===== src/pkg/pfp_map.svh =====
`ifndef PFP_MAP_SVH
`define PFP_MAP_SVH

// apb register byte offsets
`define PFP_OFS_PROT 12'h000
`define PFP_OFS_STAT 12'h004
`define PFP_OFS_SCEN 12'h008

// status register field positions
`define PFP_STAT_LOADED 0
`define PFP_STAT_LOAD_FAULT 1
`define PFP_STAT_VIOL 4

// nonvolatile protection byte and its fault substitute
`define PFP_NV_ADDR 24'hFF_FE0C
`define PFP_FAULT_VAL 8'h7F
`define PFP_PROT_RST 8'h7F

// range geometry
`define PFP_TOP_ADDR 24'hFF_FFFF
`define PFP_LOW_BASE 24'hFF_8000
`define PFP_HI_UNIT 24'h00_0800
`define PFP_LO_UNIT 24'h00_0400
`define PFP_ADDR_ONE 24'h00_0001

// allowed target scenarios, bit n set means scenario n may follow
`define PFP_TR0 8'h0F
`define PFP_TR1 8'h0A
`define PFP_TR2 8'h0C
`define PFP_TR3 8'h08
`define PFP_TR4 8'h18
`define PFP_TR5 8'h3C
`define PFP_TR6 8'h5A
`define PFP_TR7 8'hFF

`endif


===== src/pkg/pfp_pkg.sv =====
package pfp_pkg;

	typedef struct packed {
		logic protect_operation_enable;
		logic reserved_nonvolatile_bit;
		logic high_range_disable;
		logic [1:0] high_range_size;
		logic low_range_disable;
		logic [1:0] low_range_size;
	} pfp_prot_t;

	typedef enum logic [1:0] {
		PFP_OP_PROGRAM = 2'h0,
		PFP_OP_SECTOR_ERASE = 2'h1,
		PFP_OP_BLOCK_ERASE = 2'h2,
		PFP_OP_OTHER = 2'h3
	} pfp_op_t;

	typedef struct packed {
		pfp_op_t op;
		logic [23:0] addr;
	} pfp_cmd_t;

	typedef enum logic [1:0] {
		PFP_LOAD_REQ,
		PFP_LOAD_WAIT,
		PFP_RUN
	} pfp_load_t;

endpackage : pfp_pkg


===== src/rtl/pfp_protect.sv =====
`timescale 1ns/1ps
`include "pfp_map.svh"

module pfp_protect import pfp_pkg::*; #(
	parameter logic [23:0] PFLASH_BASE = 24'hFF_8000
) (
	input wire logic clk,
	input wire logic rst,
	input wire logic psel,
	input wire logic penable,
	input wire logic pwrite,
	input wire logic [11:0] paddr,
	input wire logic [31:0] pwdata,
	output logic [31:0] prdata,
	output logic pready,
	output logic pslverr,
	input wire logic special_mode,
	output logic nv_rd_req,
	output logic [23:0] nv_rd_addr,
	input wire logic nv_rd_valid,
	input wire logic [7:0] nv_rd_data,
	input wire logic nv_dbl_fault,
	input wire logic cmd_valid,
	input wire pfp_cmd_t cmd,
	output logic cmd_done,
	output logic cmd_refused,
	output logic protection_violation_flag,
	output pfp_prot_t prot_cfg
);

	pfp_load_t load_ff;
	logic nv_rd_req_ff;
	pfp_prot_t prot_ff;
	pfp_prot_t nxt_prot;
	pfp_prot_t cand;
	logic load_fault_ff;
	logic viol_ff;
	logic nxt_viol;
	logic cmd_done_ff;
	logic cmd_refused_ff;
	logic [31:0] prdata_ff;
	logic pready_ff;
	logic pslverr_ff;

	logic run;
	logic acc;
	logic wr_take;
	logic rd_take;
	logic sel_prot;
	logic sel_stat;
	logic sel_scen;
	logic wr_ok;
	logic [23:0] hi_start;
	logic [23:0] lo_end;
	logic in_pf;
	logic in_hi;
	logic in_lo;
	logic rng_hit;
	logic prot_hit;
	logic any_prot;
	logic is_alter;
	logic is_blk;
	logic viol_set;
	logic viol_clr;

	// scenario index of an enable/flag combination
	function automatic logic [2:0] scen_of(input pfp_prot_t p);
		logic [2:0] s;
		s = 3'h0;
		case ({p.protect_operation_enable, p.high_range_disable,
			p.low_range_disable})
			3'b000: s = 3'h0;
			3'b010: s = 3'h1;
			3'b001: s = 3'h2;
			3'b011: s = 3'h3;
			3'b100: s = 3'h4;
			3'b110: s = 3'h5;
			3'b101: s = 3'h6;
			3'b111: s = 3'h7;
			default: s = 3'h3;
		endcase
		return s;
	endfunction : scen_of

	function automatic logic tr_ok(input logic [2:0] from,
		input logic [2:0] to);
		logic [7:0] m;
		m = 8'h00;
		case (from)
			3'h0: m = `PFP_TR0;
			3'h1: m = `PFP_TR1;
			3'h2: m = `PFP_TR2;
			3'h3: m = `PFP_TR3;
			3'h4: m = `PFP_TR4;
			3'h5: m = `PFP_TR5;
			3'h6: m = `PFP_TR6;
			3'h7: m = `PFP_TR7;
			default: m = 8'h00;
		endcase
		return m[to];
	endfunction : tr_ok

	assign run = (load_ff == PFP_RUN);
	// registers stall until the reset load has finished
	assign acc = psel & penable & ~pready_ff & run;
	// writes land on the completion edge, where pready is sampled high
	assign wr_take = psel & penable & pready_ff & pwrite;
	assign rd_take = acc & ~pwrite;
	assign sel_prot = (paddr == `PFP_OFS_PROT);
	assign sel_stat = (paddr == `PFP_OFS_STAT);
	assign sel_scen = (paddr == `PFP_OFS_SCEN);

	always_ff @(posedge clk or posedge rst) begin
		if (rst) begin
			load_ff <= PFP_LOAD_REQ;
			nv_rd_req_ff <= 1'b0;
		end else begin
			case (load_ff)
				PFP_LOAD_REQ: begin
					nv_rd_req_ff <= 1'b1;
					load_ff <= PFP_LOAD_WAIT;
				end
				PFP_LOAD_WAIT: begin
					if (nv_rd_valid) begin
						nv_rd_req_ff <= 1'b0;
						load_ff <= PFP_RUN;
					end
				end
				PFP_RUN: begin
					load_ff <= PFP_RUN;
				end
				default: begin
					load_ff <= PFP_LOAD_REQ;
				end
			endcase
		end
	end

	always_comb begin
		cand = prot_ff;
		cand.protect_operation_enable = pwdata[7];
		cand.high_range_disable = pwdata[5];
		cand.low_range_disable = pwdata[2];
		if (special_mode) begin
			cand.high_range_size = pwdata[4:3];
			cand.low_range_size = pwdata[1:0];
		end else begin
			if (prot_ff.high_range_disable) begin
				cand.high_range_size = pwdata[4:3];
			end
			if (prot_ff.low_range_disable) begin
				cand.low_range_size = pwdata[1:0];
			end
		end
	end

	// a refused write is dropped whole, never applied in part
	assign wr_ok = special_mode | tr_ok(scen_of(prot_ff), scen_of(cand));

	always_comb begin
		nxt_prot = prot_ff;
		if (wr_take && sel_prot && wr_ok) begin
			nxt_prot = cand;
		end
	end

	always_ff @(posedge clk or posedge rst) begin
		if (rst) begin
			prot_ff <= `PFP_PROT_RST;
			load_fault_ff <= 1'b0;
		end else if (load_ff == PFP_LOAD_WAIT) begin
			if (nv_rd_valid && nv_dbl_fault) begin
				prot_ff <= `PFP_FAULT_VAL;
				load_fault_ff <= 1'b1;
			end else if (nv_rd_valid) begin
				prot_ff <= nv_rd_data;
			end
		end else begin
			prot_ff <= nxt_prot;
		end
	end

	// range bounds; both ranges end or start at fixed addresses
	assign hi_start = `PFP_TOP_ADDR -
		((`PFP_HI_UNIT << prot_ff.high_range_size) - `PFP_ADDR_ONE);
	assign lo_end = `PFP_LOW_BASE +
		((`PFP_LO_UNIT << prot_ff.low_range_size) - `PFP_ADDR_ONE);
	assign in_pf = (cmd.addr >= PFLASH_BASE);
	assign in_hi = (cmd.addr >= hi_start);
	assign in_lo = (cmd.addr >= `PFP_LOW_BASE) && (cmd.addr <= lo_end);
	assign rng_hit = (~prot_ff.high_range_disable & in_hi) |
		(~prot_ff.low_range_disable & in_lo);
	assign prot_hit = in_pf & (prot_ff.protect_operation_enable ?
		rng_hit : ~rng_hit);
	// with enable low the open ranges never cover the whole block
	assign any_prot = prot_ff.protect_operation_enable ?
		(~prot_ff.high_range_disable | ~prot_ff.low_range_disable) :
		1'b1;
	assign is_alter = (cmd.op == PFP_OP_PROGRAM) |
		(cmd.op == PFP_OP_SECTOR_ERASE);
	assign is_blk = (cmd.op == PFP_OP_BLOCK_ERASE) & in_pf;
	assign viol_set = cmd_valid & run & ~viol_ff &
		((is_alter & prot_hit) | (is_blk & any_prot));
	assign viol_clr = wr_take & sel_stat & pwdata[`PFP_STAT_VIOL];
	// a clear of a set flag wins; a new violation only sets the flag while it is clear
	assign nxt_viol = viol_set | (viol_ff & ~viol_clr);

	always_ff @(posedge clk or posedge rst) begin
		if (rst) begin
			viol_ff <= 1'b0;
		end else begin
			viol_ff <= nxt_viol;
		end
	end

	always_ff @(posedge clk or posedge rst) begin
		if (rst) begin
			cmd_done_ff <= 1'b0;
			cmd_refused_ff <= 1'b0;
		end else begin
			cmd_done_ff <= cmd_valid;
			cmd_refused_ff <= cmd_valid & (~run | viol_ff |
				(is_alter & prot_hit) | (is_blk & any_prot));
		end
	end

	always_ff @(posedge clk or posedge rst) begin
		if (rst) begin
			pready_ff <= 1'b0;
			pslverr_ff <= 1'b0;
			prdata_ff <= 32'h0000_0000;
		end else begin
			pready_ff <= acc;
			pslverr_ff <= acc & ~(sel_prot | sel_stat | sel_scen);
			prdata_ff <= 32'h0000_0000;
			if (rd_take && sel_prot) begin
				prdata_ff <= {24'h00_0000, prot_ff};
			end else if (rd_take && sel_stat) begin
				prdata_ff[`PFP_STAT_LOADED] <= run;
				prdata_ff[`PFP_STAT_LOAD_FAULT] <= load_fault_ff;
				prdata_ff[`PFP_STAT_VIOL] <= viol_ff;
			end else if (rd_take && sel_scen) begin
				prdata_ff <= {29'h0, scen_of(prot_ff)};
			end
		end
	end

	assign prdata = prdata_ff;
	assign pready = pready_ff;
	assign pslverr = pslverr_ff;
	assign nv_rd_req = nv_rd_req_ff;
	assign nv_rd_addr = `PFP_NV_ADDR;
	assign cmd_done = cmd_done_ff;
	assign cmd_refused = cmd_refused_ff;
	assign protection_violation_flag = viol_ff;
	assign prot_cfg = prot_ff;
endmodule : pfp_protect


===== config.mk =====
export PLATFORM = sky130hd
export DESIGN_NAME = pfp_protect
export DESIGN_NICKNAME = d
export VERILOG_FILES = /design/src/pkg/pfp_pkg.sv /design/src/rtl/pfp_protect.sv
export VERILOG_INCLUDE_DIRS = /design/src /design/src/pkg
export SDC_FILE = /design/constraint.sdc
export NUM_CORES = 1
export LEC_CHECK = 0
export BUFFER_PORTS_ARGS = -buffer_cell sky130_fd_sc_hd__buf_4
export CAP_MARGIN = 30
export CORE_UTILIZATION = 38
export DETAILED_ROUTE_END_ITERATION = 16
export PLACE_DENSITY = 0.81
export REMOVE_ABC_BUFFERS = 1
export SLEW_MARGIN = 20
export SYNTH_ARGS = -nofsm -noshare
export SYNTH_HDL_FRONTEND = slang
export SYNTH_SLANG_ARGS = --single-unit

===== constraint.sdc =====
create_clock -name clk -period 2.8 [get_ports clk]
set_input_delay 0.56 -clock clk [delete_from_list [all_inputs] [get_ports clk]]
set_output_delay 0.56 -clock clk [all_outputs]
set_load 0.01 [all_outputs]

### Word level (Yosys, flattened, before mapping)

Memories as Yosys holds them, arrays and structs flattened.
Cells that the tools add are included.

| cells by class | value |
|---|---|
| bitwise operators | 40 |
| equal/unequal tests | 8 |
| shifts and indexed selects | 2 |
| div/mod/pow operators | 0 |
| reductions and logical operators | 21 |
| magnitude comparators | 4 |
| add/sub/neg operators | 4 |
| multiply operators | 0 |
| multiplexer cells | 22 |

Operators with widths:

| operator | count |
|---|---|
| $sub A24 B1 Y24 const B | 2 |
| $mux W32 | 1 |
| $mux W8 | 4 |
| $mux W27 | 1 |
| $add A24 B24 Y24 const A | 1 |
| $ge A24 B24 Y1 | 1 |
| $ge A24 B24 Y1 const B | 1 |
| $le A24 B24 Y1 | 1 |
| $shl A11 B2 Y24 const A | 1 |
| $shl A12 B2 Y24 const A | 1 |
| $sub A24 B24 Y24 const A | 1 |
| $and A1 B1 Y1 | 20 |
| $mux W2 | 7 |
| $eq A12 B3 Y1 const B | 1 |
| $eq A12 B4 Y1 const B | 1 |
| $logic_not A12 Y1 | 1 |
| $or A1 B1 Y1 | 11 |
| $not A1 Y1 | 9 |
| $reduce_and A2 Y1 | 4 |
| $logic_and A1 B1 Y1 | 7 |
| $pmux W2 S3 | 1 |
| $reduce_and A3 Y1 | 2 |
| $reduce_bool A2 Y1 | 3 |
| $reduce_bool A3 Y1 | 2 |
| other kinds (10) | 17 |

| storage, ports and cells | value |
|---|---|
| RAM bits | 0 |
| bits in latches | 0 |
| register bits after elaboration | 49 |
| output and inout port bits | 70 |
| bits of input ports | 87 |
| bits in read-only memories | 128 |
| logic and storage cells | 120 |
| memories | 4 |

Memory list:

| name | words | width | rd ports | clocked after Yosys merged registers in | write ports | RTL line | text |
|---|---|---|---|---|---|---|---|
| (name not given) | 8 | 7 | 1 | 0 | 0 | pfp_protect.sv:89 | `case (from)` |
| (name not given) | 8 | 3 | 1 | 0 | 0 | pfp_protect.sv:70 | `case ({p.protect_operation_enable, p.high_range_disable,` |
| (name not given) | 8 | 3 | 1 | 0 | 0 | pfp_protect.sv:70 |  |
| (name not given) | 8 | 3 | 1 | 0 | 0 | pfp_protect.sv:70 |  |

### Depth between registers and ports, before layout

| depth | value |
|---|---|
| word-level depth | 14 |
| mapped depth | 11 |
| gate-level depth less buffers | 11 |

### Least setup slack after synthesis

Ideal clock, no wire load.

| timing path | value |
|---|---|
| path kind | reg-to-reg |
| start point | register prot_ff, in the netlist prot_cfg[4] |
| end point | register cmd_refused_ff (netlist: cmd_refused) |
| arrival time | 2.561 ns |
| slack | 0.119 ns |
| path buffers | 0 |
| cell stages (with the launch flop) | 12 |
| required time | 2.680 ns |
| clock period less this slack | 2.681 ns |
| library setup time | 0.120 ns |
| cell sequence | dfstp_2 inv_1 nor2_1 inv_1 ha_1 ha_1 nand2_1 or3_1 a21oi_1 a2111oi_0 or3_2 a31o_2 |

| between the ends | value |
|---|---|
| cells in the longest elaborated chain, start to end | 13 |

RTL lines:

| item | RTL line | text |
|---|---|---|
| from (decl) | pfp_protect.sv:33 | `pfp_prot_t prot_ff;` |
| from (signal assigned) | pfp_protect.sv:169 | `` prot_ff <= `PFP_PROT_RST; `` |
| from (signal assigned) | pfp_protect.sv:173 | `` prot_ff <= `PFP_FAULT_VAL; `` |
| from (signal assigned) | pfp_protect.sv:176 | `prot_ff <= nv_rd_data;` |
| $shl A12 B2 Y24 (no source line) (*) | n/a |  |
| $sub A24 B1 Y24 (no source line) (*) | n/a |  |
| $sub A24 B24 Y24 (no source line) (*) | n/a |  |
| $ge A24 B24 Y1 (*) | pfp_protect.sv:189 | `assign in_hi = (cmd.addr >= hi_start);` |
| $and A1 B1 Y1 (*) | pfp_protect.sv:191 | `assign rng_hit = (~prot_ff.high_range_disable & in_hi) \|` |
| $or A1 B1 Y1 (*) | pfp_protect.sv:191 |  |
| $not A1 Y1 | pfp_protect.sv:194 | `rng_hit : ~rng_hit);` |
| $mux W1 (*) | pfp_protect.sv:193 | `assign prot_hit = in_pf & (prot_ff.protect_operation_enable ?` |
| $and A1 B1 Y1 (*) | pfp_protect.sv:193 |  |
| $and A1 B1 Y1 (*) | pfp_protect.sv:223 | `(is_alter & prot_hit) \| (is_blk & any_prot));` |
| $or A1 B1 Y1 (*) | pfp_protect.sv:222 | `cmd_refused_ff <= cmd_valid & (~run \| viol_ff \|` |
| $or A1 B1 Y1 (*) | pfp_protect.sv:223 |  |
| $and A1 B1 Y1 (*) | pfp_protect.sv:222 |  |
| to (signal assigned) | pfp_protect.sv:222 |  |
| to (decl) | pfp_protect.sv:40 | `logic cmd_refused_ff;` |

Every way passes the cells marked *; elsewhere a longest branch is shown, timed or not.
A chain may end at the register's enable or synchronous reset.

### Worst setup path in the final report

| timing path | value |
|---|---|
| start point | register prot_ff, in the netlist prot_cfg[3] |
| end point | register cmd_refused_ff (netlist: cmd_refused) |

The elaborated chain is that of the path after synthesis.

==> metrics.md <==
| Metric | Value |
|---|---|
| Outcome | `finished, final reports clean` |
| Post-DR vias/cell | `4.85` |
| Worst Path Buf+Inv | `2` |
| Final hold slack | `approximately 310 ps` |
| Tmin final | `2690 ps` |
| Net Sw Power | `approximately 0.76 mW` |
| Reg2Reg Setup Slack | `110 ps` |
| Reg2reg end | `cmd_refused` |
| R2R Path Start | `prot_cfg[3]` |
| Critical path peak fanout | `3` |
| Combinational power share | `0.563` |
| Most frequent cell after synthesis | `buf_4` |
| Rel. slew slack | `0.564` |
| Mapped Cells | `~250` |
| Grt ovf | `0` |
| Fillers | `537` |
| Most frequent cells after synthesis | `buf_4, ha_1, nand2_1` |
| Area Growth Syn to Fin | `29.9%` |
| Hold crit path type | `in2async` |
| Max incr delay on CP | `approximately 540 ps` |
| Post-synthesis sequential area ratio | `0.289` |
| ANT nets after route | `0` |
| Largest net degree at the start of global routing | `26` |
| Static leakage | `approximately 1.5 nW` |
| Avg Synthesized Cell Area | `8.88 µm²` |
| Int Pwr | `~1.1 mW` |
| Post-CTS Setup Inserts | `0` |
| Post-route DRC | `0` |
| Clock Latency Late Sink | `270 ps` |
| DR vias | `between 1500 and 2000` |
| Drt first pass iters | `4` |
| Clk pwr share | `0.113` |
| CP endpoint kind | `flip-flop` |
| # diodes | `0` |
| Sink Count | `25` |
| WS Path Type | `reg2reg` |
| Initial Utilization | `0.396` |
| Crit-path slowest cell | `dfstp_2` |
| FFs w/ async S/R, synth | `1.00` |
| # hold bufs at CTS | `0` |
| Die area | `just over 6000 µm²` |
| Vias in the first global route | `1823` |
| Top cell type's share of synthesized area | `0.205` |
| Most common flop cell mapped by yosys | `dfrtp_1` |
| Post-synth EDFFs | `0` |
| Pwr dens | `approximately 660 nW/µm²` |
| Cell Area, Synth | `2190 µm²` |
| Setup violators final | `0` |
| Seq pwr share | `0.324` |
| DP Area | `between 2000 and 3000 µm²` |
| DR WL/cell | `12.5 µm` |
| Pin slew with the least headroom to its limit | `roughly 640 ps` |
| CTS tree | `built` |
| Final WL | `approximately 5.1 mm` |
| Hold Fails Final Rpt | `0` |
| Yosys reg bits | `25` |
| Cts bufs inserted | `3` |
| Die W | `78.0 µm` |
| Clock skew | `around 2.8 ps` |
| Detail Placement HPWL | `4.19 mm` |
| Row count | `27` |
| Initial DRC count | `approximately 130` |
| First-pass GRT wire length | `7.94 mm` |
| Fin crit share | `0.960` |
| Max Fclk | `0.372 GHz` |
| Crit path depth | `11` |
| Max Cap Viol | `0` |
| Critical path endpoint | `cmd_refused` |
| Worst setup path startpoint | `prot_cfg[3]` |
| CP most frequent cell | `ha_4` |
| YS warnings | `0` |
| CORE AREA | `5540 µm²` |
| Sw Ratio | `0.405` |
| Worst Reg-to-Reg Cells | `11` |
| Final GP Congestion | `about 0.85` |
| Cell family with most CP delay | `simple AND/OR/NAND/NOR gates` |
| Count of cell types in the netlist | `44` |
| H-Tree Depth | `1` |
| Clock buffer depth | `2` |
| Root Driver | `clkbuf_8` |
| Finished Cell Area | `between 2000 and 3000 µm²` |
| PortBufs | `83` |
| Worst EP required | `2960 ps` |
| Largest vdd supply drop | `roughly 250 µV` |
| Largest area contributor in the netlist | `dfrtp_1` |
| Die height | `between 70 and 80 µm` |
| Largest cells by area after synthesis | `dfrtp_1, buf_4, ha_1` |
| Nets@finish | `446` |
| Share of cells above drive strength 1 | `0.347` |
| Initial antenna violation count | `0` |
| Global-route usage over all layers | `0.165` |
| Io pins | `around 160` |
| Slew Limit Fails | `0` |
| Post-cts sizing count | `0` |
| Worst setup SP type | `flip-flop` |
| CTS clock-pin slew for the worst setup and hold paths | `roughly 80 ps` |
| Cell Chain, Critical Path | `inv_1 -> nor2_2 -> inv_2 -> ha_4 -> ha_4 -> nand2_1 -> or3_1 -> a21oi_2 -> a2111oi_2 -> or3_2 -> a31o_2` |
| Worst Path Arrival | `2850 ps` |
==> power groups by stage <==
stage	registers, mW	logic (mW)	clock network, mW
2_1_floorplan	0.611	0.567	0
3_3_place_gp	0.608	0.917	0
3_5_place_dp	0.610	0.964	0
4_1_cts	0.603	0.970	0.215
5_1_grt	0.624	1.19	0.231
6_report	0.606	1.05	0.211
==> through the flow <==
step	instances	util	worst slack (ps)	total power, mW	TNS [ps]
6_report	406	0.514	113	1.87	0
5_1_grt	406	0.514	-38.2	2.05	-59.7
2_1_floorplan	242	-	119	1.18	0
3_5_place_dp	401	0.493	24.8	1.57	0
3_3_place_gp	401	0.493	67.2	1.53	0
4_1_cts	405	0.501	0.847	1.79	0
==> flip-flops by register name, summed over array words and instances (netlist names) <==
register	flops
cmd_refused	1
pslverr	1
load_fault_ff	1
cmd_done	1
load_ff	2
prdata	8
nv_rd_req	1
pready	1
protection_violation_flag	1
prot_cfg	8
==> worst min path at each step <==
stage	to	slack, ps	cells after the start
after global routing	prdata[7]	350	2
final	prdata[6]	310	2
after CTS	cmd_done	410	1
after detailed placement	load_fault_ff	450	1
after global placement	load_fault_ff	440	1
after floorplan	load_fault_ff	430	1
==> per-layer routing <==
metal / routed length, µm / share of wire / up-vias / global-route usage
li1: - / - / 954 / -
met1: 2040 / 0.40 / 912 / 0.198
met2: 2560 / 0.51 / 100 / 0.296
met3: 445 / 0.088 / 2 / 0.0365
met4: 25 / 0.0049 / 0 / 0.0444
met5: 0 / 0 / - / 0
==> cell usage in the layout (no fill, tap or decap), types with 2 or more instances in the layout <==
cell / instances
a211oi_1: 3
clkbuf_8: 3
nand3_1: 4
and3_4: 2
a21o_1: 3
o21bai_1: 2
dfstp_2: 7
inv_2: 2
ha_1: 21
o21ai_0: 6
o211ai_1: 4
a221oi_1: 2
o22ai_1: 4
nand4_1: 4
inv_1: 12
or3_2: 2
or3_1: 2
ha_4: 3
buf_4: 87
and2_1: 4
conb_1: 51
and3_1: 2
nor2_1: 10
nand2b_1: 2
mux2i_1: 8
nand2_1: 19
dfrtp_1: 18
nor3_1: 15
a21oi_1: 5
nand4b_1: 2
nor4_1: 6
==> final cells by class <==
cell class	count	area, µm²	share of cell area
flip-flops and latches	25	634	0.223
clock buffers	3	41.3	0.0145
repair buffers	88	668	0.235
clock inverters	1	5.00	0.00176
inverters	14	52.6	0.0184
multi-input cells	203	1360	0.477
well taps	72	90.1	0.0316
==> kinds of logic (layout without fill, tap and decap cells) <==
kind of cell             count (synthesis)  count (layout)  synth area share
adder cells (fa/ha/maj)                 24              24             0.137
multiplexers                            10              10            0.0536
AND/OR/NAND/NOR                         79              79             0.190
buffers and inverters                   68             106             0.202
AO/OA/AOI/OAI                           39              39             0.125
other                                    2              51           0.00342
flip-flops                              25              25             0.289
No activity file was read; power rests on OpenSTA's default activity.
